$ cat config.mk
export PLATFORM = sky130hd
export DESIGN_NAME = mppc_top
export DESIGN_NICKNAME = d
export VERILOG_FILES = /design/src/hw/mppc_pkg.sv /design/src/hw/mppc_top.sv
export SDC_FILE = /design/constraint.sdc
export NUM_CORES = 1
export LEC_CHECK = 0
export BUFFER_PORTS_ARGS = -buffer_cell sky130_fd_sc_hd__buf_4
export CAP_MARGIN = 20
export CELL_PAD_IN_SITES_DETAIL_PLACEMENT = 1
export CELL_PAD_IN_SITES_GLOBAL_PLACEMENT = 1
export CORE_ASPECT_RATIO = 0.7
export CORE_MARGIN = 10
export CORE_UTILIZATION = 35
export DETAILED_ROUTE_END_ITERATION = 7
export PLACE_DENSITY_LB_ADDON = 0.1
export SLEW_MARGIN = 20
export SYNTH_ARGS = -nofsm -noshare
export SYNTH_HDL_FRONTEND = slang
export SYNTH_SLANG_ARGS = --single-unit
$ cat constraint.sdc
create_clock -name CLK -period 1.4 [get_ports CLK]
set_input_delay 0.21 -clock CLK [delete_from_list [all_inputs] [get_ports CLK]]
set_output_delay 0.21 -clock CLK [all_outputs]
set_load 0.01 [all_outputs]
$ cat src/hw/mppc_pkg.sv
package mppc_pkg;
  localparam int unsigned         PIN_COUNT         = 12;
  localparam logic [7:0]          PIN_CFG_OFFSET    = 8'h04;
  localparam logic [7:0]          LOCAL_CFG_OFFSET  = 8'h00;
  localparam logic [7:0]          PM_STATUS_OFFSET  = 8'h10;
  localparam logic [31:0]         PIN_CFG_RESET     = 32'h0000_0000;
  localparam logic [31:0]         PIN_CFG_WMASK     = 32'h00FF_FFFF;
  localparam int unsigned         EVENT_EN_BIT      = 7;
  localparam int unsigned         EVENT_PIN         = 2;
  localparam int unsigned         EVENT_POL_BIT     = 4;
  localparam int unsigned         PM_STATUS_BIT     = 15;
  localparam int unsigned         PM_ENABLE_BIT     = 8;
  localparam logic [1:0]          MODE_PARALLEL     = 2'h1;
  localparam logic [1:0]          CFG_IN_PLAIN      = 2'h0;
  localparam logic [1:0]          CFG_IN_INVERT     = 2'h1;
  localparam logic [1:0]          CFG_OUT_LOW       = 2'h2;
  localparam logic [1:0]          CFG_OUT_HIGH      = 2'h3;
endpackage : mppc_pkg

$ cat src/hw/mppc_top.sv
`timescale 1ns/1ps
`default_nettype none
module mppc_top (
  input  wire logic        CLK,
  input  wire logic        RST_B,
  input  wire logic        CFG_WR,
  input  wire logic [7:0]  CFG_ADDR,
  input  wire logic [31:0] CFG_WDATA,
  output logic      [31:0] CFG_RDATA,
  input  wire logic [1:0]  DEVICE_MODE,
  input  wire logic [11:0] PIN_IN,
  output logic      [11:0] PIN_OUT,
  output logic      [11:0] PIN_OE,
  output logic      [11:0] PIN_LEVEL,
  output logic             POWER_EVENT_B
);
  logic [31:0] cfg_r, cfg_nxt;
  logic        evt_en_r, evt_en_nxt;
  logic        pm_stat_r, pm_stat_nxt;
  logic        pm_en_r, pm_en_nxt;
  logic [11:0] sync1_r, sync2_r;
  logic [11:0] lvl_r, lvl_nxt;
  logic [11:0] out_r, out_nxt, oe_r, oe_nxt;
  logic        evt_active;
  logic [31:0] rd_nxt, rd_r;

  //////////////////////////////////////////////////////////////////////////////
  // Pin synchroniser, first stage read only by the second and by the a_sync check
  always_ff @(posedge CLK or negedge RST_B) begin
    if (!RST_B) begin
      sync1_r <= 12'h000;
      sync2_r <= 12'h000;
    end else begin
      sync1_r <= PIN_IN;
      sync2_r <= sync1_r;
    end
  end

  //////////////////////////////////////////////////////////////////////////////
  // Pin configuration decode
  always_comb begin
    lvl_nxt = lvl_r;
    out_nxt = 12'h000;
    oe_nxt  = 12'h000;
    for (int i = 0; i < 12; i++) begin
      case (cfg_r[2*i +: 2])
        mppc_pkg::CFG_IN_PLAIN:  lvl_nxt[i] = sync2_r[i];
        mppc_pkg::CFG_IN_INVERT: lvl_nxt[i] = ~sync2_r[i];
        mppc_pkg::CFG_OUT_LOW: begin
          oe_nxt[i]  = 1'b1;
          out_nxt[i] = 1'b0;
          lvl_nxt[i] = 1'b0;
        end
        default: begin
          oe_nxt[i]  = 1'b1;
          out_nxt[i] = 1'b1;
          lvl_nxt[i] = 1'b1;
        end
      endcase
    end
    // Parallel port owns pin 0; hold it driven low so it never floats
    if (DEVICE_MODE == mppc_pkg::MODE_PARALLEL) begin
      oe_nxt[0]  = 1'b1;
      out_nxt[0] = 1'b0;
      lvl_nxt[0] = 1'b0;
    end
    if (evt_en_r) begin
      oe_nxt[mppc_pkg::EVENT_PIN]  = 1'b0;
      out_nxt[mppc_pkg::EVENT_PIN] = 1'b0;
      lvl_nxt[mppc_pkg::EVENT_PIN] = sync2_r[mppc_pkg::EVENT_PIN];
    end
  end

  // Polarity bit 1 means the event input is active low
  assign evt_active = evt_en_r &
    (sync2_r[mppc_pkg::EVENT_PIN] ^ cfg_r[mppc_pkg::EVENT_POL_BIT]);

  //////////////////////////////////////////////////////////////////////////////
  // Register writes and sticky status
  always_comb begin
    cfg_nxt     = cfg_r;
    evt_en_nxt  = evt_en_r;
    pm_en_nxt   = pm_en_r;
    pm_stat_nxt = pm_stat_r;
    if (CFG_WR && CFG_ADDR == mppc_pkg::PIN_CFG_OFFSET)
      cfg_nxt = CFG_WDATA & mppc_pkg::PIN_CFG_WMASK;
    if (CFG_WR && CFG_ADDR == mppc_pkg::LOCAL_CFG_OFFSET)
      evt_en_nxt = CFG_WDATA[mppc_pkg::EVENT_EN_BIT];
    if (CFG_WR && CFG_ADDR == mppc_pkg::PM_STATUS_OFFSET) begin
      pm_en_nxt = CFG_WDATA[mppc_pkg::PM_ENABLE_BIT];
      if (CFG_WDATA[mppc_pkg::PM_STATUS_BIT])
        pm_stat_nxt = 1'b0; // Write one to clear
    end
    // Set wins over a clear in the same cycle
    if (evt_active)
      pm_stat_nxt = 1'b1;
  end

  always_comb begin
    rd_nxt = 32'h0000_0000;
    case (CFG_ADDR)
      mppc_pkg::PIN_CFG_OFFSET:   rd_nxt = cfg_r;
      mppc_pkg::LOCAL_CFG_OFFSET: rd_nxt[mppc_pkg::EVENT_EN_BIT] = evt_en_r;
      mppc_pkg::PM_STATUS_OFFSET: begin
        rd_nxt[mppc_pkg::PM_STATUS_BIT] = pm_stat_r;
        rd_nxt[mppc_pkg::PM_ENABLE_BIT] = pm_en_r;
      end
      default: rd_nxt = 32'h0000_0000;
    endcase
  end

  always_ff @(posedge CLK or negedge RST_B) begin
    if (!RST_B) begin
      cfg_r     <= mppc_pkg::PIN_CFG_RESET;
      evt_en_r  <= 1'b0;
      pm_en_r   <= 1'b0;
      pm_stat_r <= 1'b0;
      lvl_r     <= 12'h000;
      out_r     <= 12'h000;
      oe_r      <= 12'h000;
      rd_r      <= 32'h0000_0000;
    end else begin
      cfg_r     <= cfg_nxt;
      evt_en_r  <= evt_en_nxt;
      pm_en_r   <= pm_en_nxt;
      pm_stat_r <= pm_stat_nxt;
      lvl_r     <= lvl_nxt;
      out_r     <= out_nxt;
      oe_r      <= oe_nxt;
      rd_r      <= rd_nxt;
    end
  end

  assign PIN_OUT       = out_r;
  assign PIN_OE        = oe_r;
  assign PIN_LEVEL     = lvl_r;
  assign CFG_RDATA     = rd_r;
  assign POWER_EVENT_B = ~(pm_stat_r & pm_en_r);
endmodule : mppc_top
`default_nettype wire

==> metrics.md <==
| Metric | Value |
|---|---|
| Outcome | complete, no violations |
| Endpoints failing hold | 0 |
| H-tree lvl count | 3 |
| Avg Cell Area, Syn | 15.7 sq um |
| Combinational share of power | 7.1% |
| Synth top area share | 71.8% |
| Die height | 108 microns |
| Hold WS | 42.3 ps |
| Crit path launch type | flop |
| Via-to-Cell Ratio | 4.12 |
| WP data required | 1190 ps |
| Syn Inst Count | 247 |
| Delay of the slowest cell on the worst path | 410 ps |
| Clock Path Buffers | 2 |
| Initial antenna violation count | 0 |
| DRT antenna net count | 0 |
| Synth area leaders | dfrtp_1 72%, mux2_4 7.8%, and2_1 5.2% |
| Average wire per standard cell | 16.2 microns |
| Final #Nets | 431 |
| Crit path DAT | 960 ps |
| Top Ports | 126 |
| Seq/Total Area, Yosys | 71.8% |
| Switching Power | 1.42 mW |
| Remaining DRCs | 0 |
| Peak supply drop | 682 uV |
| Post-route clock skew | 4.76 ps |
| DP Cell Count | 503 |
| Pwr per Cell Area | 1260 nW/um^2 |
| Crit. End Element | output port |
| Drt first pass iters | 4 |
| Share of layout cells above drive strength 1 | 43.4% |
| Area of the die | 15700 sq um |
| Internal power | 5.35 mW |
| Layout area overhead | 39.0% |
| Placement Rows | 32 |
| Starting DRT DRC Count | 57 |
| Hold Path Class | in -> reg |
| Via count of the first global-routing pass | 2563 |
| CTS buffer count | 9 |
| Largest net degree at the start of global routing | 45 |
| Critical path peak fanout | 4 |
| RSZ-0062 raised after global routing | no |
| Max-cap violations | 0 |
| Leakage power | 2.78 nW |
| Synthesis Warnings | 0 |
| Synth Register Bits | 111 |
| CTS Root Cell | clkbuf_16 |
| Initial Util | 35.5% |
| Power share of the clock group | 42.9% |
| Library cells used by synthesis | 30 |
| Routability Congestion | 0.699 |
| Fmax | 853 MHz |
| Post-CTS setup buffers | 0 |
| Setup CP Type | reg -> out |
| Buf/Inv on CP | 1 |
| Finished Layout Cells | 531 |
| GRT Resource Usage Total | 11.2% |
| Most frequent cells in the layout | 113 x buf_4, 111 x dfrtp_1, 32 x and2_1 |
| Worst path slowest cell | dfrtp_1 |
| CP delay by family, top | flip-flops |
| Seq pwr share | 50.0% |
| PostCTS Resize Cnt | 0 |
| Clock Latency Late Sink | 340 ps |
| # setup viols final | 0 |
| Post-Syn Area | 3870 sq um |
| Final min period | 1170 ps |
| Number of diodes | 0 |
| Fin crit share | 83.7% |
| Total number of vias | 2189 |
| Clk sink count | 111 |
| Buffers on Ports | 109 |
| Clock transition at path regs | 70 ps |
| GRT overflow | 0 |
| Fin. max-slew vios | 0 |
| Sw Ratio | 21.0% |
| CTS tree | yes |
| Die extent in x | 146 microns |
| Commonest non-fill, non-tap cell in the layout | buf_4 |
| Hold-fix buffers, CTS | 13 |
| Core region area | 10900 sq um |
| Area leader, netlist | dfrtp_1 |
| DP HPWL | 6310 microns |
| Total power | 6.78 mW |
| Drt total wl | 8580 microns |
| First-pass GRT wire length | 13900 microns |
| Setup TNS | 0 ps |
| Critical path, cell by cell | nand2_1, buf_4 |
kinds of logic after synthesis:
group,after synthesis,share of synthesized area (%)
flip-flops,111,71.8
AND/OR/NAND/NOR,68,11.3
multiplexers,27,9.76
buffers and inverters,23,3.39
XOR/XNOR,12,2.72
AO/OA/AOI/OAI,5,0.905
other,1,0.0969
layer usage:
metal | global-route usage, % | share of wire [%] | wire length [microns] | up-vias
met4 | 4.53 | 1.2 | 106 | 0
li1 | - | - | - | 1022
met3 | 4.97 | 7.2 | 618 | 10
met1 | 13.4 | 43 | 3710 | 1091
met2 | 17.7 | 48 | 4150 | 66
met5 | 0 | 0 | 0 | -
state kept, by name, indices dropped and copies added (netlist names):
register / cells
PIN_OE: 12
pm_en_r: 1
CFG_RDATA: 24
pm_stat_r: 1
sync1_r: 12
cfg_r: 24
evt_en_r: 1
PIN_OUT: 12
PIN_LEVEL: 12
sync2_r: 12
Yosys cell counts:
cell	count
buf_6	2
nor3_2	1
nor4_4	1
nor3_1	1
mux2_2	6
xor2_1	1
and2_1	32
and3_1	1
xnor2_1	11
a22oi_1	2
nand4_4	1
clkbuf_1	12
and3_2	1
nor2_1	4
nand3_1	1
nand2_1	5
mux2i_1	1
a221o_1	1
conb_1	1
and2b_2	1
inv_1	1
o21ai_0	1
a21oi_1	1
mux2_4	20
nand2b_1	12
nand3b_1	1
nand4_1	1
buf_4	8
nor2b_1	5
dfrtp_1	111
cell type report:
| cell class | count | area [sq um] |
|---|---|---|
| flip-flops and latches | 111 | 2780 |
| repair buffers | 131 | 1080 |
| fillers | 1125 | 5510 |
| inverters | 1 | 3.75 |
| clock inverters | 6 | 116 |
| well taps | 153 | 191 |
| multi-input cells | 120 | 987 |
| clock buffers | 9 | 225 |
power groups by stage:
stage | clock network, mW | logic (mW) | registers, mW
after floorplan | 0 | 0.154 | 3.46
after global placement | 0 | 0.455 | 3.45
after detailed placement | 0 | 0.466 | 3.46
after CTS | 2.99 | 0.497 | 3.39
after global routing | 3.13 | 0.532 | 3.41
final | 2.91 | 0.481 | 3.39
path summary, 6_finish.rpt:
kind / startpoint / endpoint / slack, ps / depth (start not counted)
max in group asynchronous: RST_B / CFG_RDATA[4]$_DFF_PN0_ / 530 / 3
min in group asynchronous: RST_B / PIN_OUT[8]$_DFF_PN0_ / 320 / 2
setup / recovery: pm_stat_r$_DFFE_PN0P_ / POWER_EVENT_B / 230 / 2
hold reg to reg: sync1_r[3]$_DFF_PN0_ / sync2_r[3]$_DFF_PN0_ / 350 / 0
setup reg to reg: cfg_r[4]$_DFFE_PN0P_ / pm_stat_r$_DFFE_PN0P_ / 300 / 2
hold / removal: DEVICE_MODE[0] / PIN_LEVEL[0]$_DFF_PN0_ / 40 / 2
per-stage QoR:
stage | setup WS (ps) | utilization [%] | cell area [sq um]
floorplan | 54.5 | - | 3900
global placement | -70.1 | 45.1 | 4910
detailed placement | -96.7 | 45.1 | 4910
CTS | 211 | 49.4 | 5380
global route | 160 | 49.4 | 5380
finish | 228 | 49.4 | 5380
No activity file was read; power rests on OpenSTA's default activity.
